### src/rtl/csk_map.svh
// offsets, field positions, reset values and timing counts of the compare-skip decoder
`ifndef CSK_MAP_SVH
`define CSK_MAP_SVH

// ***************************************************************
// register byte offsets
// ***************************************************************
`define CSK_OFF_CTRL 12'h000
`define CSK_OFF_INSTR 12'h004
`define CSK_OFF_WORK 12'h008
`define CSK_OFF_BANK 12'h00C
`define CSK_OFF_INDEX 12'h010
`define CSK_OFF_NEXT 12'h014
`define CSK_OFF_STAT 12'h018

// ***************************************************************
// field positions
// ***************************************************************
`define CSK_CTRL_START 0
`define CSK_CTRL_EXT 1
`define CSK_STAT_BUSY 0
`define CSK_STAT_DONE 1
`define CSK_STAT_SKIP 2
`define CSK_STAT_BAD 3
`define CSK_STAT_CYC_LO 8
`define CSK_INSTR_A 8

// ***************************************************************
// opcodes: upper byte bits 7..1, bank-access bit excluded
// ***************************************************************
`define CSK_OP_LT 7'h30
`define CSK_OP_EQ 7'h31
`define CSK_OP_GT 7'h32

// ***************************************************************
// addressing and timing
// ***************************************************************
`define CSK_ACC_SPLIT 8'h60
`define CSK_IDX_LIMIT 8'h5F
`define CSK_Q_LAST 2'h3
`define CSK_RST_WORDS 2'h1

`endif

### src/rtl/csk_pkg.sv
// types shared by the compare-skip decoder
package csk_pkg;

	// execution sequencer states
	typedef enum logic [1:0] {CSK_IDLE, CSK_EXEC, CSK_NOP} csk_state_t;

	// decoded instruction class
	typedef enum logic [1:0] {CSK_K_LT, CSK_K_EQ, CSK_K_GT, CSK_K_BAD} csk_kind_t;

endpackage : csk_pkg

### src/rtl/csk_decode.sv
// compare-with-working-register-and-skip decoder and executor with apb registers
//
// The register offsets and the APB interface to the registers were decided locally.
`timescale 1ns/1ps
`include "csk_map.svh"

module csk_decode
	import csk_pkg::*;
#(
	parameter int BANK_W = 6, // bank select width
	parameter logic [BANK_W-1:0] ACC_HI_BANK = '1 // bank of upper access half
)
(
	input wire logic pclk,
	input wire logic presetn,
	input wire logic psel,
	input wire logic penable,
	input wire logic pwrite,
	input wire logic [11:0] paddr,
	input wire logic [31:0] pwdata,
	output logic [31:0] prdata,
	output logic pready,
	output logic pslverr,
	output logic [BANK_W+7:0] mem_addr, // data memory byte address
	output logic mem_rd, // read strobe, high in q2
	input wire logic [7:0] mem_rdata, // valid the clock after mem_rd
	output logic [1:0] q_phase, // current q phase, 0 = q1
	output logic busy, // instruction in flight
	output logic nop_cycle, // forced no-operation cycle
	output logic skip, // last compare result
	output logic done // one-clock end pulse
);

	// ***************************************************************
	// elaboration checks
	// ***************************************************************
	if (BANK_W < 4 || BANK_W > 16)
	begin : g_chk
		$error("csk_decode: BANK_W out of range");
	end

	localparam int AW = BANK_W + 8;

	// ***************************************************************
	// functions
	// ***************************************************************
	// unsigned compare; the difference itself is never kept
	function automatic logic csk_cmp(input csk_kind_t k, input logic [7:0] f, input logic [7:0] w);
		logic [8:0] diff;
		diff = {1'b0, f} - {1'b0, w};
		unique case (k)
			CSK_K_GT: csk_cmp = !diff[8] && (diff[7:0] != 8'h00);
			CSK_K_LT: csk_cmp = diff[8];
			CSK_K_EQ: csk_cmp = (diff[7:0] == 8'h00);
			default: csk_cmp = 1'b0;
		endcase
	endfunction : csk_cmp

	// opcode class from the upper byte
	function automatic csk_kind_t csk_kind(input logic [15:0] ins);
		if (ins[15:9] == `CSK_OP_GT) csk_kind = CSK_K_GT;
		else if (ins[15:9] == `CSK_OP_LT) csk_kind = CSK_K_LT;
		else if (ins[15:9] == `CSK_OP_EQ) csk_kind = CSK_K_EQ;
		else csk_kind = CSK_K_BAD;
	endfunction : csk_kind

	// effective data address of the file operand
	function automatic logic [AW-1:0] csk_addr(input logic [15:0] ins, input logic ext,
		input logic [BANK_W-1:0] bnk, input logic [AW-1:0] idx);
		logic [7:0] f;
		f = ins[7:0];
		if (ins[`CSK_INSTR_A])
			csk_addr = {bnk, f};
		else if (ext && f <= `CSK_IDX_LIMIT)
			csk_addr = AW'(idx + {{BANK_W{1'b0}}, f});
		else if (f < `CSK_ACC_SPLIT)
			csk_addr = {{BANK_W{1'b0}}, f};
		else
			csk_addr = {ACC_HI_BANK, f};
	endfunction : csk_addr

	// ***************************************************************
	// registers
	// ***************************************************************
	logic [15:0] instr_r; // instruction word under test
	logic [7:0] work_r, data_r; // working register copy and the byte read in q2
	logic [BANK_W-1:0] bank_r; // bank select register
	logic [AW-1:0] index_r, mem_addr_r; // index base for literal offset mode, latched data address
	logic [1:0] words_r; // word length of the following instruction
	logic ext_r, start_r; // extended instruction set enable, one-clock start request
	logic done_flag_r, bad_r; // sticky completion flag, opcode was not a compare-skip
	logic [3:0] cyc_r; // instruction cycles used
	csk_kind_t kind_r; // class latched at decode
	csk_state_t state_r; // sequencer state
	logic [1:0] q_r, nop_left_r; // q phase and nop cycles still to run
	logic mem_rd_r, busy_r, nop_r, skip_r, done_r; // flopped status outputs
	logic [31:0] prdata_r; // registered read data
	logic pready_r, pslverr_r; // registered bus answer

	// ***************************************************************
	// apb decode
	// ***************************************************************
	wire access_w = psel && penable && !pready_r; // first access clock
	wire commit_w = psel && penable && pready_r; // completing edge
	wire wr_w = commit_w && pwrite;
	wire sel_ctrl = (paddr == `CSK_OFF_CTRL);
	wire sel_instr = (paddr == `CSK_OFF_INSTR);
	wire sel_work = (paddr == `CSK_OFF_WORK);
	wire sel_bank = (paddr == `CSK_OFF_BANK);
	wire sel_index = (paddr == `CSK_OFF_INDEX);
	wire sel_next = (paddr == `CSK_OFF_NEXT);
	wire sel_stat = (paddr == `CSK_OFF_STAT);
	wire mapped_w = sel_ctrl || sel_instr || sel_work || sel_bank || sel_index || sel_next || sel_stat;
	// operand registers are frozen while an instruction runs
	wire cfg_wr_w = wr_w && !busy_r;
	wire [31:0] stat_w = {20'h0_0000, cyc_r, 4'h0, bad_r, skip_r, done_flag_r, busy_r};
	wire [31:0] rmux_w = sel_ctrl ? {30'h0000_0000, ext_r, 1'b0} :
		sel_instr ? {16'h0000, instr_r} :
		sel_work ? {24'h00_0000, work_r} :
		sel_bank ? 32'(bank_r) :
		sel_index ? 32'(index_r) :
		sel_next ? {30'h0000_0000, words_r} :
		sel_stat ? stat_w : 32'h0000_0000;

	// one wait state: pready and read data rise together
	always_ff @(posedge pclk or negedge presetn)
	begin
		if (!presetn)
		begin
			pready_r <= 1'b0;
			pslverr_r <= 1'b0;
			prdata_r <= 32'h0000_0000;
		end
		else
		begin
			pready_r <= access_w;
			pslverr_r <= access_w && !mapped_w;
			prdata_r <= (access_w && !pwrite) ? rmux_w : 32'h0000_0000;
		end
	end

	// software-written configuration
	always_ff @(posedge pclk or negedge presetn)
	begin
		if (!presetn)
		begin
			instr_r <= 16'h0000;
			work_r <= 8'h00;
			bank_r <= '0;
			index_r <= '0;
			words_r <= `CSK_RST_WORDS;
			ext_r <= 1'b0;
			start_r <= 1'b0;
		end
		else
		begin
			start_r <= cfg_wr_w && sel_ctrl && pwdata[`CSK_CTRL_START];
			if (cfg_wr_w && sel_ctrl) ext_r <= pwdata[`CSK_CTRL_EXT];
			if (cfg_wr_w && sel_instr) instr_r <= pwdata[15:0];
			if (cfg_wr_w && sel_work) work_r <= pwdata[7:0];
			if (cfg_wr_w && sel_bank) bank_r <= pwdata[BANK_W-1:0];
			if (cfg_wr_w && sel_index) index_r <= pwdata[AW-1:0];
			// zero words is taken as one, the shortest instruction
			if (cfg_wr_w && sel_next) words_r <= (pwdata[1:0] == 2'h0) ? 2'h1 : pwdata[1:0];
		end
	end

	// ***************************************************************
	// sequencer
	// ***************************************************************
	wire q_end_w = (q_r == `CSK_Q_LAST); // last clock of a cycle
	wire go_w = (state_r == CSK_IDLE) && start_r;
	wire in_q1_w = (state_r == CSK_EXEC) && (q_r == 2'h0);
	wire in_q2_w = (state_r == CSK_EXEC) && (q_r == 2'h1);
	wire in_q3_w = (state_r == CSK_EXEC) && (q_r == 2'h2);
	wire exec_end_w = (state_r == CSK_EXEC) && q_end_w;
	wire nop_end_w = (state_r == CSK_NOP) && q_end_w && (nop_left_r == 2'h1);
	wire fin_w = (exec_end_w && !skip_r) || nop_end_w;
	wire clr_done_w = wr_w && sel_stat && pwdata[`CSK_STAT_DONE];

	// state, q phase and the nop budget
	always_ff @(posedge pclk or negedge presetn)
	begin
		if (!presetn)
		begin
			state_r <= CSK_IDLE;
			q_r <= 2'h0;
			nop_left_r <= 2'h0;
		end
		else
		begin
			q_r <= (state_r == CSK_IDLE) ? 2'h0 : 2'(q_r + 2'h1);
			unique case (state_r)
				CSK_IDLE: if (go_w) state_r <= CSK_EXEC;
				CSK_EXEC:
				begin
					// the prefetched word is dropped, nops stand in
					if (exec_end_w && skip_r)
					begin
						state_r <= CSK_NOP;
						nop_left_r <= words_r;
					end
					else if (exec_end_w)
						state_r <= CSK_IDLE;
				end
				CSK_NOP:
				begin
					if (q_end_w) nop_left_r <= 2'(nop_left_r - 2'h1);
					if (nop_end_w) state_r <= CSK_IDLE;
				end
			endcase
		end
	end

	// q1 decode, q2 read, q3 compare, q4 no write
	always_ff @(posedge pclk or negedge presetn)
	begin
		if (!presetn)
		begin
			kind_r <= CSK_K_BAD;
			mem_rd_r <= 1'b0;
			mem_addr_r <= '0;
			data_r <= 8'h00;
			skip_r <= 1'b0;
		end
		else
		begin
			mem_rd_r <= in_q1_w;
			if (in_q1_w)
			begin
				kind_r <= csk_kind(instr_r);
				mem_addr_r <= csk_addr(instr_r, ext_r, bank_r, index_r);
			end
			if (go_w) skip_r <= 1'b0;
			// compare in q3; nothing is written back in q4
			if (in_q3_w)
			begin
				data_r <= mem_rdata;
				skip_r <= csk_cmp(kind_r, mem_rdata, work_r);
			end
		end
	end

	// status: busy, nop marker, cycle count, sticky done
	always_ff @(posedge pclk or negedge presetn)
	begin
		if (!presetn)
		begin
			busy_r <= 1'b0;
			nop_r <= 1'b0;
			done_r <= 1'b0;
			done_flag_r <= 1'b0;
			bad_r <= 1'b0;
			cyc_r <= 4'h0;
		end
		else
		begin
			busy_r <= (busy_r && !fin_w) || go_w;
			nop_r <= (state_r == CSK_NOP) ? !nop_end_w : (exec_end_w && skip_r);
			done_r <= fin_w;
			// set wins over the software clear
			done_flag_r <= fin_w || (done_flag_r && !clr_done_w && !go_w);
			if (go_w) cyc_r <= 4'h0;
			else if ((state_r != CSK_IDLE) && q_end_w) cyc_r <= 4'(cyc_r + 4'h1);
			if (go_w) bad_r <= 1'b0;
			else if (in_q2_w) bad_r <= (kind_r == CSK_K_BAD);
		end
	end

	// ***************************************************************
	// outputs
	// ***************************************************************
	assign prdata = prdata_r;
	assign pready = pready_r;
	assign pslverr = pslverr_r;
	assign mem_addr = mem_addr_r;
	assign mem_rd = mem_rd_r;
	assign q_phase = q_r;
	assign busy = busy_r;
	assign nop_cycle = nop_r;
	assign skip = skip_r;
	assign done = done_r;

	// clocks spent per instruction, for the cycle-count check
	logic [4:0] clk_cnt_r;
	always_ff @(posedge pclk or negedge presetn)
	begin
		if (!presetn) clk_cnt_r <= 5'h00;
		else if (go_w) clk_cnt_r <= 5'h00;
		else if (busy_r) clk_cnt_r <= 5'(clk_cnt_r + 5'h01);
	end
endmodule : csk_decode

### config.mk
export PLATFORM = sky130hd
export DESIGN_NAME = csk_decode
export DESIGN_NICKNAME = d
export VERILOG_FILES = /design/src/rtl/csk_pkg.sv /design/src/rtl/csk_decode.sv
export VERILOG_INCLUDE_DIRS = /design/src /design/src/rtl
export SDC_FILE = /design/constraint.sdc
export NUM_CORES = 1
export LEC_CHECK = 0
export BUFFER_PORTS_ARGS = -buffer_cell sky130_fd_sc_hd__buf_2
export CELL_PAD_IN_SITES_DETAIL_PLACEMENT = 1
export CELL_PAD_IN_SITES_GLOBAL_PLACEMENT = 1
export CORE_MARGIN = 2
export CORE_UTILIZATION = 37
export CTS_BUF_LIST = sky130_fd_sc_hd__clkbuf_8
export DETAILED_ROUTE_END_ITERATION = 7
export GPL_TIMING_DRIVEN = 0
export HOLD_SLACK_MARGIN = 0.12
export MAX_ROUTING_LAYER = met4
export PLACE_DENSITY_LB_ADDON = 0.1
export SETUP_SLACK_MARGIN = 0.05
export SLEW_MARGIN = 20
export SYNTH_ARGS = -nofsm -noshare
export SYNTH_HDL_FRONTEND = slang
export SYNTH_SLANG_ARGS = --single-unit
### constraint.sdc
create_clock -name pclk -period 3.1 [get_ports pclk]
set_clock_uncertainty 0.2 [all_clocks]
set_input_delay 0.465 -clock pclk [delete_from_list [all_inputs] [get_ports pclk]]
set_output_delay 0.465 -clock pclk [all_outputs]
set_load 0.1 [all_outputs]
# [Word-level counts from Yosys, hierarchy flattened]
# Index checks and enable logic that the tools add are counted.
[totals] regBits=99 inputBits=57 out_inout_bits=55 wordCells=149
[op_classes] n_addsub=5 magnitude_cmp=2 eq_ne=23 muxes=32 n_reduce_logical=64
[op_table] operator="14-bit two-way mux" n=6
[op_table] operator="16-bit two-way mux" n=3
[op_table] operator="12-bit by 5-bit equality test with 1-bit output, second input constant" n=3
[op_table] operator="1-bit logical AND" n=31
[op_table] operator="12-bit by 4-bit equality test with 1-bit output, second input constant" n=2
[op_table] operator="12-bit two-way mux" n=2
[op_table] operator="2-bit two-way mux" n=11
[op_table] operator="7-bit by 6-bit equality test with 1-bit output, second input constant" n=3
[op_table] operator="14-bit by 8-bit adder with 14-bit output" n=1
[op_table] operator="12-bit by 3-bit equality test with 1-bit output, second input constant" n=1
[op_table] operator="12-bit zero test" n=1
[op_table] operator="2-bit equality test, second input constant" n=5
[op_table] operator="1-bit zero test" n=10
[op_table] operator="2-bit nonzero test" n=5
[op_table] operator="1-bit logical OR" n=9
[op_table] operator="8-bit by 8-bit subtractor with 9-bit output" n=1
[op_table] operator="2-bit by 1-bit equality test with 1-bit output, second input constant" n=4
[op_table] operator="8-bit by 7-bit <= comparator with 1-bit output, second input constant" n=1
[op_table] operator="2-bit zero test" n=4
[op_table] operator="8-bit zero test" n=1
[op_table] operator="8-bit by 7-bit < comparator with 1-bit output, second input constant" n=1
[op_table] operator="4-bit two-way mux" n=2
[op_table] operator="8-bit nonzero test" n=1
[op_table] operator="2-bit inequality test, second input constant" n=3
[op_table] operator="other kinds (10)" n=15

# [Logic depth before layout (Yosys ltp)]
[depth] word_depth=9 depth_mapped=9 depth_no_buf=9

# [Worst setup path after synthesis]
# No wires, ideal clock.
[synth_timing] path_kind="register -> register" start="reg q_r[0] (netlist: q_phase[0])" end="reg mem_addr_r[12] (netlist: mem_addr[12])" setup_ns=0.129 arrival_ns=2.269 required_time_ns=2.771 setup_slack_ns=0.502 stages_incl_launch_ff=9 path_buffers=0 period_less_slack_ns=2.598 cell_sequence="dfrtp_1 > inv_1 > ha_1 > nand2_2 > clkinv_1 > and3_1 > and3_1 > mux2i_1 > nand3_1"
[synth_between] elab_chain_cells=2
[synth_lines] item="from (decl)" line="csk_decode.sv:95" source="logic [1:0] q_r, nop_left_r;"
[synth_lines] item="from (signal assigned)" line="csk_decode.sv:192" source="q_r <= (state_r == CSK_IDLE) ? 2'h0 : 2'(q_r + 2'h1);"
[synth_lines] item="2-bit zero test" line="csk_decode.sv:173" source="wire in_q1_w = (state_r == CSK_EXEC) && (q_r == 2'h0);"
[synth_lines] item="1-bit logical AND" line="csk_decode.sv:173"
[synth_lines] item="via in_q1_w" line="csk_decode.sv:173"
[synth_lines] item="to (signal assigned)" line="csk_decode.sv:232" source="mem_addr_r <= csk_addr(instr_r, ext_r, bank_r, index_r);"
[synth_lines] item="to (decl)" line="csk_decode.sv:88" source="logic [AW-1:0] index_r, mem_addr_r;"
# The timed path passes the listed nets, and every way through them passes these cells.
# A chain may end at the register's enable or synchronous reset.

# [Final worst setup path]
[layout_timing] start="reg instr_r[0]" end="reg mem_addr_r[8] (netlist: mem_addr[8])"
[layout_between] elab_chain_cells=4
[layout_lines] item="from (decl)" line="csk_decode.sv:85" source="logic [15:0] instr_r;"
[layout_lines] item="from (signal assigned)" line="csk_decode.sv:159" source="if (cfg_wr_w && sel_instr) instr_r <= pwdata[15:0];"
[layout_lines] item="branches (longest 2 deep; another with 14-bit by 8-bit adder with 14-bit output)"
[layout_lines] item="14-bit two-way mux *" line="csk_decode.sv:74" source="else if (ext && f <= `CSK_IDX_LIMIT)"
[layout_lines] item="14-bit two-way mux *" line="csk_decode.sv:72" source="if (ins[`CSK_INSTR_A])"
# Mark *: on every way between the ends.

==> results.toml <==
[detailed_routing]
drt_wl_total_um = 15700
routed_via_density = 5.27
first_pass_iters = 6
via_count = 4422
drc_errors = 0
postRouteAntennaNets = 0
drt_iter0_drc = 230
detail_route.wl_per_cell_um = 18.8

[logic_synthesis]
yosysTopAreaCell = "dfrtp_1"
synth_ff_type = "dfrtp_1"
synthMuxAreaShare_pct = 9.76
yosys.area_share.simple_pct = 15.5
syn_area_per_cell_um2 = 10.2
synth-seq-cells = 99
synth_top_area_share_pct = 43.9
synthTopCellsByArea = "dfrtp_1, ha_1, mux2_2, o21ai_0, nor2_1"
yosys.area_share.xor_xnor_pct = 1.92
ys_warn_count = 0
syn_inst = 539
yosysUniqueCellTypes = 68
async_flop_share_pct = 100
synth_edf_count = 0
synthAdderAreaFrac_pct = 6.08
synth_top_family_by_area = "simple AND/OR/NAND/NOR gates"
ys_seq_area_share_pct = 45.3
syn_area_um2 = 5470
synth-compound-area-share_pct = 15.3

[cts]
path_clk_slew_ns = 0.10
tritoncts = "yes"
htree_levels = 3
numCtsBuffers = 9
clk_latency_ns = 0.38
cts_sinks = 99
clockBufferDepth = 2
cts_root_buf = "clkbuf_8"
cts_resized = 0

[worst_hold_path]
worstHoldPathType = "in -> reg"
whs_path_depth = 2
hold_start = "pwdata[12]"

[global_routing]
grt_first_pass_wirelength_um = 25500
grt_max_degree = 78
grt_pass1_vias = 4626
grt_use_total_pct = 21.2
antenna_found_initial = 1
grt-ovfl-total = 0

[timing]
clock.fmax_mhz = 385
final_max_slew_viol_count = 0
rsz0062_at_grt = "no"
tightestPinTransition_ns = 0.786
setup_viol = 0
totalNegativeSetupSlack_ns = 0
period_share_pct = 83.9
hold_violations = 0
relSlewSlack_pct = 47.4
hold_ws_ns = 0.142
period_minus_slack_ns = 2.60

[placement]
place_congestion = 0.898
dp_hpwl_um = 12200
place_area_um2 = 6180
place.port_buffers = 77

[worst_setup_path]
cp-start-kind = "register"
crit_start = "instr_r[0]$_DFFE_PN0P_"
r2r_start = "instr_r[0]$_DFFE_PN0P_"
cp_max_fo = 4
crit_arrival_ns = 2.66
cp.required_ns = 3.16
r2r_cells = 9
cp-end-kind = "register"
worstSetupPathType = "reg -> reg"

[pwr]
p_per_area_nw_per_um2 = 502
power_leakage_nw = 3.18
ir_worst_vdd_mv = 0.248

[final_layout]
multi_input_area_um2 = 2720
final_layout_size_suffix_gt1_share_pct = 25.3
antenna_cells = 0
layout_common_cells = "dfrtp_1, buf_2, nor2_1, o21ai_0, nand2_1"
final_common_cell = "dfrtp_1"
areaGrowthSynthToFinish_pct = 17.6
design_area_um2 = 6440
register_area_um2 = 2480
nets = 733
n_fill_cell = 1683

[die]
die_h_um = 126
num_rows = 44
die-area_um2 = 15800
core_um2 = 14500
ios = 112
initial_core_util_pct = 37.8
die_width_um = 126

[job]
drv_cap = 0

[outcome]
run_status = "finished clean"
## cell type report
class | instances | area share, %
sequential | 99 | 38.5
clock inverter | 4 | 0.389
buffer | 33 | 3.40
clock buffer | 12 | 2.57
timing repair buffer | 85 | 7.60
multi-input combinational | 392 | 42.2
inverter | 30 | 1.75
tap | 184 | 3.58
## power breakdown
group	switching, W	internal [W]
Clock	0.000476	0.000356
Sequential	0.0000558	0.00136
Combinational	0.000770	0.000220
## cell families after synthesis
| kind of cell | after synthesis |
|---|---|
| adder cells (fa/ha/maj) | 26 |
| multiplexers | 46 |
| AO/OA/AOI/OAI | 129 |
| buffers and inverters | 63 |
| other | 1 |
| flip-flops | 99 |
| XOR/XNOR | 12 |
| AND/OR/NAND/NOR | 163 |
## cells in the mapped netlist, drive strengths merged, types with 4 or more instances
cell type and instances:
a211oi 4, a21oi 29, a22o 6, a22oi 6, a31oi 4, and3 7, buf 25, clkbuf 8
dfrtp 96, ha 25, inv 29, mux2 35, mux2i 11, nand2 40, nand2b 8, nand3 23
nor2 46, nor2b 7, nor3 14, o211ai 6, o21ai 43, o22ai 4, xnor2 6, xor2 6
## what timing repair did
item,CTS,global route
endpoints found under the hold margin,105,0
setup buffers,0,0
hold buffers,7,0
## path summary, 6_finish.rpt
path | slack, ns | end
max in group asynchronous | 1.73 | kind_r[0]$_DFFE_PN1P_
worst min register to register | 0.28 | mem_addr[3]$_DFFE_PN0P_
worst max-delay path | 0.50 | mem_addr[8]$_DFFE_PN0P_
min in group asynchronous | 0.29 | state_r[1]$_DFFE_PN0P_
worst max register to register | 0.50 | mem_addr[8]$_DFFE_PN0P_
worst min-delay path | 0.14 | index_r[12]$_DFFE_PN0P_
## registers in the layout, indices dropped and copies added, names as in the netlist, 2 cells and up
signal      count
words_r         2
index_r        14
q_phase         2
state_r         2
mem_addr       14
nop_left_r      2
bank_r          6
cyc_r           4
prdata         16
instr_r        16
work_r          8
kind_r          2
## worst max-delay path, stage by stage (launching register included)
cell	delay [ns]
dfrtp_1	0.45
ha_1	0.23
inv_1	0.06
fa_1	0.39
nor2b_1	0.16
o21ai_0	0.14
a21oi_1	0.27
o21ai_0	0.25
mux2i_1	0.22
o211ai_1	0.10
## stage by stage
step	util [%]	setup slack (ns)	power, W	instances
after floorplan	-	0.502	0.00217	554
after global placement	42.4	0.276	0.00239	815
after detailed placement	42.7	0.266	0.00243	816
after CTS	44.5	0.490	0.00327	839
after global routing	44.5	0.334	0.00340	839
final	44.5	0.499	0.00324	839
## layer usage
metal	global-route usage [%]	wire length, µm	vias up
met1	28.5	7430	2209
met5	-	0	-
met4	4.44	163	0
met3	3.48	564	10
li1	-	-	2116
met2	34.0	7580	87
Power figures use the tool's default switching activity.
